`config.mk`:
```
export PLATFORM = sky130hd
export DESIGN_NAME = ltp_timer_pair
export DESIGN_NICKNAME = d
export VERILOG_FILES = /design/src/rtl/ltp_pkg.sv /design/src/rtl/ltp_timer_pair.sv
export SDC_FILE = /design/constraint.sdc
export NUM_CORES = 1
export LEC_CHECK = 0
export BUFFER_PORTS_ARGS = -buffer_cell sky130_fd_sc_hd__buf_2
export CORE_ASPECT_RATIO = 1.4
export CORE_UTILIZATION = 60
export CTS_BUF_LIST = sky130_fd_sc_hd__clkbuf_4
export DETAILED_ROUTE_END_ITERATION = 8
export GPL_TIMING_DRIVEN = 0
export PLACE_DENSITY = 0.84
export REMOVE_ABC_BUFFERS = 1
export SYNTH_ARGS = -nofsm -noshare
export SYNTH_HDL_FRONTEND = slang
export SYNTH_SLANG_ARGS = --single-unit
```
`constraint.sdc`:
```
create_clock -name pclk -period 4.4 [get_ports pclk]
set_input_delay 0.88 -clock pclk [delete_from_list [all_inputs] [get_ports pclk]]
set_output_delay 0.88 -clock pclk [all_outputs]
set_load 0.01 [all_outputs]
```
`src/rtl/ltp_pkg.sv`:
```
// package for the legacy timer pair: register indices, field positions,
// reset values, prescale constants and the mode encoding.
// assumes an apb slave with 32-bit data, one register per aligned word.
`default_nettype none

package ltp_pkg;

    // register indices; byte address on apb is four times the index
    localparam logic [7:0] LTP_IDX_CTRL  = 8'h88;  // run bits and overflow flags
    localparam logic [7:0] LTP_IDX_MODE  = 8'h89;  // mode, source and gate fields
    localparam logic [7:0] LTP_IDX_T0LO  = 8'h8a;  // timer zero low byte
    localparam logic [7:0] LTP_IDX_T1LO  = 8'h8b;  // timer one low byte
    localparam logic [7:0] LTP_IDX_T0HI  = 8'h8c;  // timer zero high byte
    localparam logic [7:0] LTP_IDX_T1HI  = 8'h8d;  // timer one high byte
    localparam logic [7:0] LTP_IDX_CKDIV = 8'h8e;  // clock divider select

    // reset values
    localparam logic [7:0] LTP_RST_CTRL  = 8'h00;
    localparam logic [7:0] LTP_RST_MODE  = 8'h00;
    localparam logic [7:0] LTP_RST_COUNT = 8'h00;
    localparam logic [7:0] LTP_RST_CKDIV = 8'h00;

    // control register fields
    localparam int LTP_CTRL_RUN0 = 4;  // timer zero run
    localparam int LTP_CTRL_OVF0 = 5;  // timer zero overflow flag
    localparam int LTP_CTRL_RUN1 = 6;  // timer one run
    localparam int LTP_CTRL_OVF1 = 7;  // timer one overflow flag

    // mode register fields, per timer at offset 4*i
    localparam int LTP_MODE_STRIDE = 4;
    localparam int LTP_MODE_SEL_LO = 0;  // two-bit mode field starts here
    localparam int LTP_MODE_SRC    = 2;  // source select, 1 = external events
    localparam int LTP_MODE_GATE   = 3;  // gate enable

    // clock divider select fields
    localparam int LTP_CKDIV_T0 = 3;  // timer zero prescale select
    localparam int LTP_CKDIV_T1 = 4;  // timer one prescale select
    localparam int LTP_CKDIV_T2 = 5;  // timer two prescale select, stored only
    localparam int LTP_CKDIV_T4 = 6;  // timer four prescale select, stored only

    // slow tick is the system clock divided by this figure
    localparam int         LTP_PRESCALE_DIV  = 12;
    localparam logic [3:0] LTP_PRESCALE_LAST = 4'(LTP_PRESCALE_DIV - 1);

    // mode field encoding, declaration order gives codes 00..11
    typedef enum logic [1:0] {
        LTP_MODE13,   // 13-bit counter
        LTP_MODE16,   // 16-bit counter
        LTP_RELOAD8,  // 8-bit auto-reload
        LTP_SPLIT     // split (timer zero) or inactive (timer one)
    } ltp_mode_t;

endpackage : ltp_pkg

`default_nettype wire

```
`src/rtl/ltp_timer_pair.sv`:
```
// two legacy counter/timers behind an apb slave.
// assumes event and gate pins are already synchronous to pclk, and that the
// interrupt controller pulses an acknowledge when it vectors to a timer.
//
// Operation
// - timer counts ticks of clock over 1 or 12
// - counter counts falling edges on event pin
// - events up to half clock rate counted
// - prescale bits 4 and 3 pick divide
// - bits 6 and 5 stored, else ignored
// - divider bit 7 and bits 2-0 read zero
// - 16-bit count as two byte registers
// - each timer has own mode field
// - 13-bit mode uses high byte plus five
// - top three low bits undefined in 13-bit
// - wrap from 1fff sets overflow flag
// - source bit picks clock or events
// - run and (gate clear or pin high)
// - setting run keeps the count
// - timer one mirrors timer zero, but idles in mode 11 and loses events and its flag while timer zero is split
// - mode field decodes four modes
// - mode 01 counts all sixteen bits
// - flag cleared by software or acknowledge
`default_nettype none

module ltp_timer_pair
    import ltp_pkg::*;
#(
    parameter int PADDR_W = 12  // apb address width
) (
    input  wire logic               pclk,
    input  wire logic               presetn,
    input  wire logic               psel,
    input  wire logic               penable,
    input  wire logic               pwrite,
    input  wire logic [PADDR_W-1:0] paddr,
    input  wire logic [31:0]        pwdata,
    output logic [31:0]             prdata,
    output logic                    pready,
    output logic                    pslverr,
    input  wire logic               event_input_pin_a,
    input  wire logic               event_input_pin_b,
    input  wire logic               gate_input_zero,
    input  wire logic               gate_input_one,
    input  wire logic               ovf_ack_zero,
    input  wire logic               ovf_ack_one,
    output logic                    timer_zero_overflow_flag,
    output logic                    timer_one_overflow_flag
);

    // register state
    logic [1:0][7:0] lo_r;          // low bytes, index = timer
    logic [1:0][7:0] hi_r;          // high bytes
    logic [1:0][7:0] lo_nxt;        // low bytes after counting
    logic [1:0][7:0] hi_nxt;        // high bytes after counting
    logic [1:0]      run_r;         // run bits
    logic [1:0]      ovf_r;         // overflow flags
    logic [7:0]      mode_r;        // timer_mode_register
    logic [6:3]      ckdiv_r;       // implemented bits of divider select
    logic [3:0]      pre_cnt_r;     // divide-by-12 counter
    logic            slow_tick_r;   // one-cycle pulse every 12 clocks
    logic [1:0]      ev_now_r;      // current event pin samples
    logic [1:0]      ev_old_r;      // previous event pin samples
    logic [31:0]     prdata_r;      // read data, sampled in setup
    logic            pready_r;      // high from the first edge after reset
    logic            pslverr_r;     // unmapped address answer

    // apb decode
    logic [7:0]  idx;         // word index
    logic        aligned_ok;  // low bits zero and no stray high bits
    logic        setup_ph;    // setup cycle
    logic        wr_en;       // write takes effect at this edge
    logic        hit_ctrl;
    logic        hit_mode;
    logic        hit_ckdiv;
    logic [1:0]  hit_lo;
    logic [1:0]  hit_hi;
    logic        mapped;
    logic [7:0]  rd_byte;     // selected read value
    logic [7:0]  wbyte;       // low byte of write data

    assign idx        = paddr[9:2];
    assign aligned_ok = (paddr[1:0] == 2'b00) && (paddr[PADDR_W-1:10] == '0);
    assign setup_ph   = psel && !penable;
    // slave always answers in the first access cycle
    assign wr_en      = psel && penable && pwrite && pready_r;
    assign wbyte      = pwdata[7:0];
    assign hit_ctrl   = aligned_ok && (idx == LTP_IDX_CTRL);
    assign hit_mode   = aligned_ok && (idx == LTP_IDX_MODE);
    assign hit_ckdiv  = aligned_ok && (idx == LTP_IDX_CKDIV);
    assign hit_lo[0]  = aligned_ok && (idx == LTP_IDX_T0LO);
    assign hit_lo[1]  = aligned_ok && (idx == LTP_IDX_T1LO);
    assign hit_hi[0]  = aligned_ok && (idx == LTP_IDX_T0HI);
    assign hit_hi[1]  = aligned_ok && (idx == LTP_IDX_T1HI);
    assign mapped     = hit_ctrl || hit_mode || hit_ckdiv || (|hit_lo) || (|hit_hi);

    // read mux; interrupt type bits of the control register are not built
    assign rd_byte =
        hit_ctrl  ? {ovf_r[1], run_r[1], ovf_r[0], run_r[0], 4'h0} :
        hit_mode  ? mode_r :
        // unused and reserved bits read zero
        hit_ckdiv ? {1'b0, ckdiv_r, 3'b000} :
        hit_lo[0] ? lo_r[0] :
        hit_lo[1] ? lo_r[1] :
        hit_hi[0] ? hi_r[0] :
        hit_hi[1] ? hi_r[1] : 8'h00;

    // pin and mode decode per timer
    logic [1:0] ev_pin;       // raw event pins
    logic [1:0] gate_pin;     // raw gate pins
    logic [1:0] ev_fall;      // falling edge seen
    logic [1:0] fast_sel;     // prescale select, 1 = undivided
    logic [1:0] sys_tick;     // prescaled system tick
    logic [1:0] src_ext;      // external source in use
    logic [1:0] enabled;      // run and gate condition
    logic [1:0] step;         // count this cycle
    ltp_mode_t  mode_of [2];  // decoded mode fields
    logic       split0;       // timer zero in split mode
    logic       hi0_step;     // split high byte counts
    logic [1:0] ack;          // overflow acknowledges

    assign ev_pin   = {event_input_pin_b, event_input_pin_a};
    assign gate_pin = {gate_input_one, gate_input_zero};
    assign ack      = {ovf_ack_one, ovf_ack_zero};
    // bit 3 for timer zero, bit 4 for timer one
    assign fast_sel = {ckdiv_r[LTP_CKDIV_T1], ckdiv_r[LTP_CKDIV_T0]};

    for (genvar i = 0; i < 2; i++) begin : g_dec
        // each timer reads its own field
        assign mode_of[i] = ltp_mode_t'(mode_r[LTP_MODE_STRIDE*i+LTP_MODE_SEL_LO +: 2]);
        // tick is clock or clock over twelve
        assign sys_tick[i] = fast_sel[i] | slow_tick_r;
        // falling edge from two clocked samples
        assign ev_fall[i]  = ev_old_r[i] & ~ev_now_r[i];
        // run, then gate clear or gate pin high
        assign enabled[i]  = run_r[i] &&
                             (!mode_r[LTP_MODE_STRIDE*i+LTP_MODE_GATE] || gate_pin[i]);
    end

    assign split0 = (mode_of[0] == LTP_SPLIT);
    // source bit picks events or ticks; timer one loses events in split
    assign src_ext[0] = mode_r[LTP_MODE_SRC];
    assign src_ext[1] = mode_r[LTP_MODE_STRIDE+LTP_MODE_SRC] && !split0;
    // counter function steps on each falling edge
    assign step[0] = enabled[0] && (src_ext[0] ? ev_fall[0] : sys_tick[0]);
    // timer one steps like timer zero
    assign step[1] = enabled[1] && (src_ext[1] ? ev_fall[1] : sys_tick[1]);
    // split high byte: plain timer on timer zero's tick, run by timer one's bit
    assign hi0_step = split0 && run_r[1] && sys_tick[0];

    // counting and overflow detection
    logic [1:0]  wrap;    // counter wrapped, per owning flag
    logic [12:0] c13;     // 13-bit working value
    logic [15:0] c16;     // 16-bit working value

    always_comb begin
        lo_nxt = lo_r;
        hi_nxt = hi_r;
        wrap   = 2'b00;
        c13    = 13'h0000;
        c16    = 16'h0000;
        for (int i = 0; i < 2; i++) begin
            if (step[i]) begin
                unique case (mode_of[i])
                    LTP_MODE13: begin
                        // high byte over low five bits
                        c13 = {hi_r[i], lo_r[i][4:0]};
                        // wrap from all ones raises the flag
                        wrap[i] = (c13 == 13'h1fff);
                        c13 = 13'(c13 + 13'h0001);
                        hi_nxt[i] = c13[12:5];
                        // top low bits left as they were, meaningless
                        lo_nxt[i][4:0] = c13[4:0];
                    end
                    LTP_MODE16: begin
                        c16 = {hi_r[i], lo_r[i]};
                        wrap[i] = (c16 == 16'hffff);
                        c16 = 16'(c16 + 16'h0001);
                        {hi_nxt[i], lo_nxt[i]} = c16;
                    end
                    LTP_RELOAD8: begin
                        // high byte holds the reload value
                        wrap[i] = (lo_r[i] == 8'hff);
                        lo_nxt[i] = wrap[i] ? hi_r[i] : 8'(lo_r[i] + 8'h01);
                    end
                    LTP_SPLIT: begin
                        // timer zero low byte counts; timer one sits idle
                        if (i == 0) begin
                            wrap[0] = (lo_r[0] == 8'hff);
                            lo_nxt[0] = 8'(lo_r[0] + 8'h01);
                        end
                    end
                endcase
            end
        end
        // split high byte borrows timer one's flag
        if (hi0_step) begin
            wrap[1] = (hi_r[0] == 8'hff);
            hi_nxt[0] = 8'(hi_r[0] + 8'h01);
        end else if (split0) begin
            // timer one may not raise its own flag while split
            wrap[1] = 1'b0;
        end
    end

    // flag next values: hardware set wins over software write and acknowledge
    logic [1:0] ovf_nxt;
    logic [1:0] wr_ovf;
    assign wr_ovf = {wbyte[LTP_CTRL_OVF1], wbyte[LTP_CTRL_OVF0]};
    for (genvar i = 0; i < 2; i++) begin : g_flag
        assign ovf_nxt[i] = wrap[i] ? 1'b1 :
                            (wr_en && hit_ctrl) ? wr_ovf[i] :
                            ack[i] ? 1'b0 : ovf_r[i];
    end

    // prescaler: one slow tick every twelve clocks
    always_ff @(posedge pclk or negedge presetn) begin
        if (!presetn) begin
            pre_cnt_r   <= 4'h0;
            slow_tick_r <= 1'b0;
        end else begin
            pre_cnt_r   <= (pre_cnt_r == LTP_PRESCALE_LAST) ? 4'h0 : 4'(pre_cnt_r + 4'h1);
            slow_tick_r <= (pre_cnt_r == LTP_PRESCALE_LAST);
        end
    end

    // event pin samples; each pin must hold a level one clock to be seen
    // one sample per clock catches half-rate events
    always_ff @(posedge pclk or negedge presetn) begin
        if (!presetn) begin
            ev_now_r <= 2'b00;
            ev_old_r <= 2'b00;
        end else begin
            ev_now_r <= ev_pin;
            ev_old_r <= ev_now_r;
        end
    end

    // count bytes: a software write wins over the count in that cycle
    always_ff @(posedge pclk or negedge presetn) begin
        if (!presetn) begin
            lo_r <= {2{LTP_RST_COUNT}};
            hi_r <= {2{LTP_RST_COUNT}};
        end else begin
            for (int i = 0; i < 2; i++) begin
                lo_r[i] <= (wr_en && hit_lo[i]) ? wbyte : lo_nxt[i];
                hi_r[i] <= (wr_en && hit_hi[i]) ? wbyte : hi_nxt[i];
            end
        end
    end

    // control, mode and divider registers
    always_ff @(posedge pclk or negedge presetn) begin
        if (!presetn) begin
            run_r   <= {LTP_RST_CTRL[LTP_CTRL_RUN1], LTP_RST_CTRL[LTP_CTRL_RUN0]};
            ovf_r   <= {LTP_RST_CTRL[LTP_CTRL_OVF1], LTP_RST_CTRL[LTP_CTRL_OVF0]};
            mode_r  <= LTP_RST_MODE;
            ckdiv_r <= LTP_RST_CKDIV[6:3];
        end else begin
            ovf_r <= ovf_nxt;
            // run bit touches no count byte
            if (wr_en && hit_ctrl) begin
                run_r <= {wbyte[LTP_CTRL_RUN1], wbyte[LTP_CTRL_RUN0]};
            end
            if (wr_en && hit_mode) begin
                mode_r <= wbyte;
            end
            // bits 6 and 5 kept for software only
            // bit 7 and bits 2-0 are never stored
            if (wr_en && hit_ckdiv) begin
                ckdiv_r <= wbyte[6:3];
            end
        end
    end

    // apb answer: data and error caught in setup, ready high from reset on
    always_ff @(posedge pclk or negedge presetn) begin
        if (!presetn) begin
            prdata_r  <= 32'h0000_0000;
            pready_r  <= 1'b0;
            pslverr_r <= 1'b0;
        end else begin
            pready_r <= 1'b1;
            if (setup_ph) begin
                prdata_r  <= {24'h00_0000, rd_byte};
                pslverr_r <= !mapped;
            end
        end
    end

    // outputs straight from flip-flops
    assign prdata                   = prdata_r;
    assign pready                   = pready_r;
    assign pslverr                  = pslverr_r;
    assign timer_zero_overflow_flag = ovf_r[0];
    assign timer_one_overflow_flag  = ovf_r[1];

endmodule : ltp_timer_pair

`default_nettype wire

```
==> parameters.txt, run 1 <==
Parameter                              Value

Power and ir drop
  Total power per unit cell area ... around 250 nW/um^2
  Switching power share of the total ... 27.7%
  Switching power of the nets ... roughly 0.32 mW
  Worst vdd ir ... roughly 0.22 mV
  Sequential group share of total power ... 55.2%
  Part of the power in the clock network ... about a third
  Combinational group share of total power ... 9.5%
  Power Internal ... 0.850 mW
  Static leakage ... roughly 2.1 nW

Finish
  Proportion of layout cells with a drive suffix above 1 ... around 15%
  Number of nets at the end of the flow ... 609
  Most common cell after layout, fill and taps aside ... sky130_fd_sc_hd__dfrtp_1
  Final standard cell count with taps included and fillers excluded ... 644
  Diode count ... 0
  Most frequent cells in the layout ... sky130_fd_sc_hd__dfrtp_1 (67), sky130_fd_sc_hd__a21oi_1 (41), sky130_fd_sc_hd__buf_2 (41)
  Layout overhead on the synthesized area ... 6.36%
  Filler Cells Inserted ... 640

Global routing
  Global routing usage on met1 ... between 40% and 50%
  Wire length of the first global-routing pass ... approximately 20000 um
  Largest net degree at the start of global routing ... between 60 and 70
  Top Usage Layer GRT ... met2
  Grt total ovfl ... 0
  Global-route total usage across every layer ... 34.1%
  Met2 capacity usage during global routing ... 54.1%
  Vias in the first global route ... slightly below 4000
  Fraction of met3 tracks used by global routing ... 6.20%
  Antenna violations before repair ... 0

Synthesis
  Post-synth ARST share ... 100%
  Largest family of logic cells by synthesized area ... compound AO/OA/AOI/OAI gates
  Post-synth EDFFs ... 0
  Cell variety after synth ... 64
  Portion of netlist area occupied by mux cells ... ~5.8%
  Cells after Synth ... between 500 and 600
  Synthesized-area fraction occupied by ao, oa, aoi and oai cells ... 21.7%
  XOR/XNOR share of the synthesized area ... under 10%
  Synth Flop Type ... sky130_fd_sc_hd__dfrtp_1
  Average footprint of a synthesized cell ... 8.76 um^2
  #FFs+latches synth ... 67
  Synth Area in Simple Gates ... 19.6%
  Fraction of the yosys area taken by sequential cells ... around 37%
  Post-Syn Area ... around 4500 um^2
  Share of synthesized cell area in full adder, half adder and majority cells ... roughly 3.3%
  Number of warnings issued by yosys ... 0

Die
  Die Y ... roughly 100 um
  Site Rows ... 37
  Number of primary I/O pins ... 91
  Core Region ... roughly 7300 um^2
  Total Die Area ... slightly below 8000 um^2
  Initial Util ... roughly 62%
  Die width ... roughly 75 um

Place
  Dpl cells ... approximately 630
  HPWL after DPL ... approximately 9000 um
  Input/output buffers ... 42
  Final Wtd Congestion ... about 0.99

Worst hold path
  Hold Path Depth ... 0
  Class of the most critical hold timing path ... reg -> reg

Clock tree
  Worst-Skew Late Latency ... roughly 0.44 ns
  TritonCTS clock tree ... built
  CTS-repair resized insts ... 0
  Number of buffers added to fix hold violations after cts ... 0
  Maximum root-to-sink buffer count ... 2
  Total clock buffers created by CTS ... 9
  Clock-pin slew of the registers on the worst-case setup and hold paths ... between 0.1 and 0.15 ns
  Post-CTS Setup Bufs ... 0
  Root buffer selected by CTS ... sky130_fd_sc_hd__clkbuf_4
  Clk sink count ... 67
  H-tree level count ... 3

Timing
  Max Clock Skew ... about 0.015 ns
  Final setup violating endpoints ... 0
  RSZ-0062 raised after global routing ... no
  Final worst path period share ... between 60% and 70%
  Slew HR ... between 10% and 20%
  Highest clock frequency the design can meet ... around 330 MHz
  Slew of the pin with the lowest slew margin ... approximately 1.3 ns
  TNS Setup ... 0 ns
  Final Hold Vio Count ... 0
  Number of max-slew violations in the final report ... 0
  Tmin final ... just over 3 ns

Setup path
  Arrival time at the worst endpoint ... between 3 and 4 ns
  Stage delay of the slowest cell on the critical path ... approximately 1.2 ns
  Worst setup EP type ... flip-flop
  Largest driver fanout on the critical path ... 14
  Critical Setup Path Class ... in -> reg
  Required time reported for the critical path endpoint ... 4.74 ns
  Startpoint type of the worst setup path ... input port
  Cell at the slowest stage of the critical path ... sky130_fd_sc_hd__nor4_2
  Length in cells of the worst reg-to-reg path ... 7
  Crit-path cells ... buf_2 > nor4b_2 > nand4b_1 > nor4_2 > mux2_2

Job
  Max cap viols ... 0

Drt
  Detail-routed net length per standard cell ... 19.1 um
  Total vias in the final route ... about 4100
  Residual DRC count ... 0
  Via-per-instance ratio ... between 6 and 7
  Post-DRT Antenna Nets ... 0
  Number of iterations in the first detailed-routing pass ... 6
  Routed wire length ... 12300 um
  Iteration-0 DRC count of the detailed router ... roughly 350

Run status
  Run status ... complete, no violations
==> worst paths after layout <==
path	start	endpoint	slack [ns]
max	paddr[7]	lo_r[5]$_DFFE_PN0P_	1.33
min	ev_now_r[0]$_DFF_PN0_	ev_old_r[0]$_DFF_PN0_	0.38
max reg2reg	lo_r[0]$_DFFE_PN0P_	lo_r[5]$_DFFE_PN0P_	2.00
min reg2reg	ev_now_r[0]$_DFF_PN0_	ev_old_r[0]$_DFF_PN0_	0.38
max in group asynchronous	presetn	mode_r[0]$_DFFE_PN0P_	3.30
min in group asynchronous	presetn	ev_now_r[1]$_DFF_PN0_	0.54
==> worst max-delay path, delay by kind of cell <==
kind	cells	cell delay, ns
buffers and inverters	1	0.10
muxes	1	0.42
and+or+nand+nor	3	1.99
==> final cells by class <==
type / count / area, um^2 / share of cell area [%]
multi-input combinational: 401 / 2560 / 53.4
sequential: 67 / 1680 / 35.0
inverter: 20 / 75.1 / 1.57
clock buffer: 11 / 82.6 / 1.72
clock inverter: 5 / 53.8 / 1.12
timing repair buffer: 43 / 220 / 4.60
tap: 97 / 121 / 2.53
==> layer usage <==
layer / wire, um / vias to the layer above
li1: - / 1885
met1: 4590 / 1976
met2: 6160 / 200
met3: 817 / 60
met4: 733 / 0
met5: 0 / -
==> Yosys cell counts (all sizes together), types with 2 or more instances <==
cell,count,area (um^2)
a31oi,7,43.8
a211oi,5,37.5
a2111oi,4,41.3
nor4b,2,23.8
a22o,2,17.5
nor2b,10,62.6
ha,12,150
o31ai,3,22.5
clkbuf,17,63.8
nand3,16,80.1
conb,2,7.51
xor2,3,26.3
o221ai,2,23.8
buf,32,220
or4,4,30.0
dfrtp,67,1680
o41ai,2,17.5
a32oi,2,17.5
xnor2,19,166
nand4b,2,17.5
nand4,9,62.6
inv,19,71.3
or3,4,25.0
nand2b,5,31.3
nand2,40,150
o211ai,4,30.0
a221o,6,60.1
and3,4,25.0
a21oi,41,205
o22ai,3,18.8
a21boi,3,22.5
nor3b,4,30.0
o21a,3,22.5
nor2,41,156
a21o,5,37.5
nor3,11,55.1
mux2,13,146
and4,3,26.3
o211a,2,20.0
mux2i,9,90.1
nor4,11,81.3
o21ai,46,230
o2bb2ai,2,17.5
==> sequential cells by signal (all words and copies together), names as in the netlist, 4 cells and up <==
signal,cells
hi_r,16
lo_r,16
mode_r,8
prdata,8
ckdiv_r,4
pre_cnt_r,4
==> per-stage QoR <==
| step | hold slack (ns) | power, mW | cell area [um^2] | utilization [%] | setup WS (ns) |
|---|---|---|---|---|---|
| after floorplan | 0.345 | 0.706 | 4310 | - | 1.47 |
| after global placement | 0.355 | 0.765 | 4640 | 63.4 | 0.492 |
| after detailed placement | 0.360 | 0.770 | 4650 | 63.6 | 0.883 |
| after CTS | 0.384 | 1.18 | 4790 | 65.5 | 1.36 |
| after global routing | 0.391 | 1.22 | 4790 | 65.5 | 1.16 |
| final | 0.381 | 1.17 | 4790 | 65.5 | 1.33 |
==> power groups by stage <==
stage          logic (mW)  registers, mW  clock network [mW]
2_1_floorplan      0.0521          0.654                   0
3_3_place_gp        0.107          0.658                   0
3_5_place_dp        0.111          0.659                   0
4_1_cts             0.111          0.647               0.419
5_1_grt             0.124          0.650               0.443
6_report            0.112          0.648               0.415
==> cell families (layout without fill, tap and decap cells) <==
family                   count (synthesis)  in the layout
AND/OR/NAND/NOR                        169            169
adder cells (fa/ha/maj)                 12             12
buffers and inverters                   69             79
other                                    2             25
flip-flops                              67             67
XOR/XNOR                                22             22
AO/OA/AOI/OAI                          150            150
multiplexers                            23             23
No activity file was read; power rests on OpenSTA's default activity.
==> run 2: changes to the inputs <==
CORE_UTILIZATION = 57   (was 60)
PLACE_DENSITY = 0.8   (was 0.84)
clock period = 3.2 ns   (was 4.4 ns; I/O delays follow)
==> run 2 against run 1 <==
Net effect:
- via count decreased by 0.92%
- cell area fell by 0.76%
- highest routed layer unchanged
- sequential power rose by 37%
- routed wire length down 1.0%
- largest power group unchanged
==> parameters.txt, run 2 (synthesized netlist as in run 1, its figures left out) <==
Parameter                              Value

Finish
  Most frequent cells in the layout ... sky130_fd_sc_hd__dfrtp_1 (67), sky130_fd_sc_hd__a21oi_1 (41), sky130_fd_sc_hd__buf_2 (41)
  Number of nets at the end of the flow ... about 610
  Total area of multi-input combinational cells ... between 2000 and 3000 um^2
  Proportion of layout cells with a drive suffix above 1 ... around 14%
  Diode count ... 0
  Largest registers ranked by flip-flop count ... hi_r: 16 flops, lo_r: 16 flops
  Register area ... 1680 um^2
  Layout overhead on the synthesized area ... 5.56%
  Most common cell after layout, fill and taps aside ... sky130_fd_sc_hd__dfrtp_1
  Filler Cells Inserted ... about 670
  Final standard cell count with taps included and fillers excluded ... 646

Clock tree
  Root buffer selected by CTS ... sky130_fd_sc_hd__clkbuf_4
  H-tree level count ... 3
  Number of buffers added to fix hold violations after cts ... 0
  Maximum root-to-sink buffer count ... 2
  Clock-pin slew of the registers on the worst-case setup and hold paths ... ~0.10 ns
  Total clock buffers created by CTS ... 9
  Worst-Skew Late Latency ... ~0.43 ns
  CTS-repair resized insts ... 0
  Clk sink count ... 67
  TritonCTS clock tree ... built
  Post-CTS Setup Bufs ... 0

Timing
  Final worst path period share ... 86.9%
  Number of max-slew violations in the final report ... 0
  Final Hold Vio Count ... 0
  Max Clock Skew ... about 0.0041 ns
  Highest clock frequency the design can meet ... approximately 360 MHz
  Tmin final ... between 2 and 3 ns
  Slew of the pin with the lowest slew margin ... approximately 1.2 ns
  Setup WS post-layout ... about 0.42 ns
  Fin Hold WS ... 0.297 ns
  TNS Setup ... 0 ns
  Final setup violating endpoints ... 0
  RSZ-0062 raised after global routing ... no
  Slew HR ... around 20%

Drt
  Residual DRC count ... 0
  Number of iterations in the first detailed-routing pass ... 5
  Routed wire length ... between 10000 and 15000 um
  Total vias in the final route ... approximately 4100
  Via-per-instance ratio ... 6.32
  Post-DRT Antenna Nets ... 0
  Iteration-0 DRC count of the detailed router ... between 200 and 300
  Detail-routed net length per standard cell ... 18.8 um

Global routing
  Grt total ovfl ... 0
  Antenna violations before repair ... 0
  Global-route total usage across every layer ... roughly a third
  Wire length of the first global-routing pass ... 20000 um
  Largest net degree at the start of global routing ... 68
  Vias in the first global route ... 4053

Die
  Site Rows ... 38
  Initial Util ... between 50% and 60%
  Total Die Area ... between 8000 and 9000 um^2
  Die width ... between 70 and 80 um
  Core Region ... about 7700 um^2
  Die Y ... roughly 110 um
  Number of primary I/O pins ... slightly above 90

Power and ir drop
  Total power per unit cell area ... roughly 310 nW/um^2
  Worst vdd ir ... between 0.2 and 0.3 mV
  Static leakage ... approximately 2.1 nW

Setup path
  Arrival time at the worst endpoint ... just over 3 ns
  Startpoint type of the worst setup path ... input port
  Worst setup EP type ... flip-flop
  Required time reported for the critical path endpoint ... ~3.5 ns
  Crit path max-delay family ... simple AND/OR/NAND/NOR gates
  Worst-case register-to-register setup slack ... between 0.8 and 0.9 ns
  Critical Setup Path Class ... in -> reg
  Crit-path cells ... buf_2 > nor4b_2 > nand4b_1 > nor4_2 > mux2_2
  Stage delay of the slowest cell on the critical path ... approximately 1.1 ns
  Worst path bufs/invs ... 1
  Cell at the slowest stage of the critical path ... sky130_fd_sc_hd__nor4_2
  Largest driver fanout on the critical path ... 14

Run status
  Run status ... complete, no violations

Place
  Pre-CTS worst setup slack ... -0.0287 ns
  Input/output buffers ... 42
  HPWL after DPL ... just under 9000 um
  Final Wtd Congestion ... around 0.96
  Dpl cells ... 631

Worst hold path
  Class of the most critical hold timing path ... in -> async

Job
  Max cap viols ... 0
[run 2: cell count changes in the layout (fill, tap and decap cells not counted)]
cell / previous run / this run
sky130_fd_sc_hd__clkinv_1: 1 / 4
sky130_fd_sc_hd__bufinv_16: 1 / 0
sky130_fd_sc_hd__clkinv_4: 1 / 0
sky130_fd_sc_hd__clkbuf_4: 11 / 10
sky130_fd_sc_hd__clkinv_2: 3 / 2
[run 2: per-layer routing]
metal	vias to the layer above	global-route usage (%)	routed length, um	share of wire, %
met1	1928	36.3	4360	36
li1	1882	-	-	-
met4	0	24.9	851	7.0
met5	-	0	0	0
met3	60	4.85	854	7.0
met2	213	52.8	6110	50
[run 2: path summary, 6_finish.rpt]
check	start	endpoint	cells past startpoint
max	paddr[7]	lo_r[4]$_DFFE_PN0P_	5
min	presetn	hi_r[12]$_DFFE_PN0P_	1
max reg2reg	lo_r[0]$_DFFE_PN0P_	lo_r[5]$_DFFE_PN0P_	7
min reg2reg	ev_now_r[0]$_DFF_PN0_	ev_old_r[0]$_DFF_PN0_	0
max in group asynchronous	presetn	lo_r[11]$_DFFE_PN0P_	1
min in group pclk	event_input_pin_b	ev_now_r[1]$_DFF_PN0_	1
[run 2: per-stage QoR]
stage	util, %	power [mW]	instance area (um^2)
final	61.7	1.49	4750
after global placement	60.3	1.05	4640
after global routing	61.7	1.55	4750
after floorplan	-	0.970	4310
after detailed placement	60.5	1.06	4660
after CTS	61.7	1.50	4750
[run 2: cell type report]
type	count	share of cell area [%]
clock buffers	10	1.58
clock inverters	5	0.447
inverters	20	1.58
multi-input cells	401	53.9
flip-flops and latches	67	35.3
well taps	100	2.63
repair buffers	43	4.63
[run 2: power by group]
group	total [mW]	switching (mW)	internal (mW)
registers	0.889	0.0249	0.864
clock network	0.447	0.293	0.154
logic	0.153	0.102	0.0514
[run 2: worst register-to-register path: stages, from the launching register on]
cell and delay [ns]:
sky130_fd_sc_hd__dfrtp_1 0.44, sky130_fd_sc_hd__ha_1 0.28, sky130_fd_sc_hd__nand4_2 0.22, sky130_fd_sc_hd__or3_1 0.51, sky130_fd_sc_hd__nor2_2 0.15, sky130_fd_sc_hd__o21ai_1 0.07
sky130_fd_sc_hd__a221o_1 0.35, sky130_fd_sc_hd__mux2_2 0.26
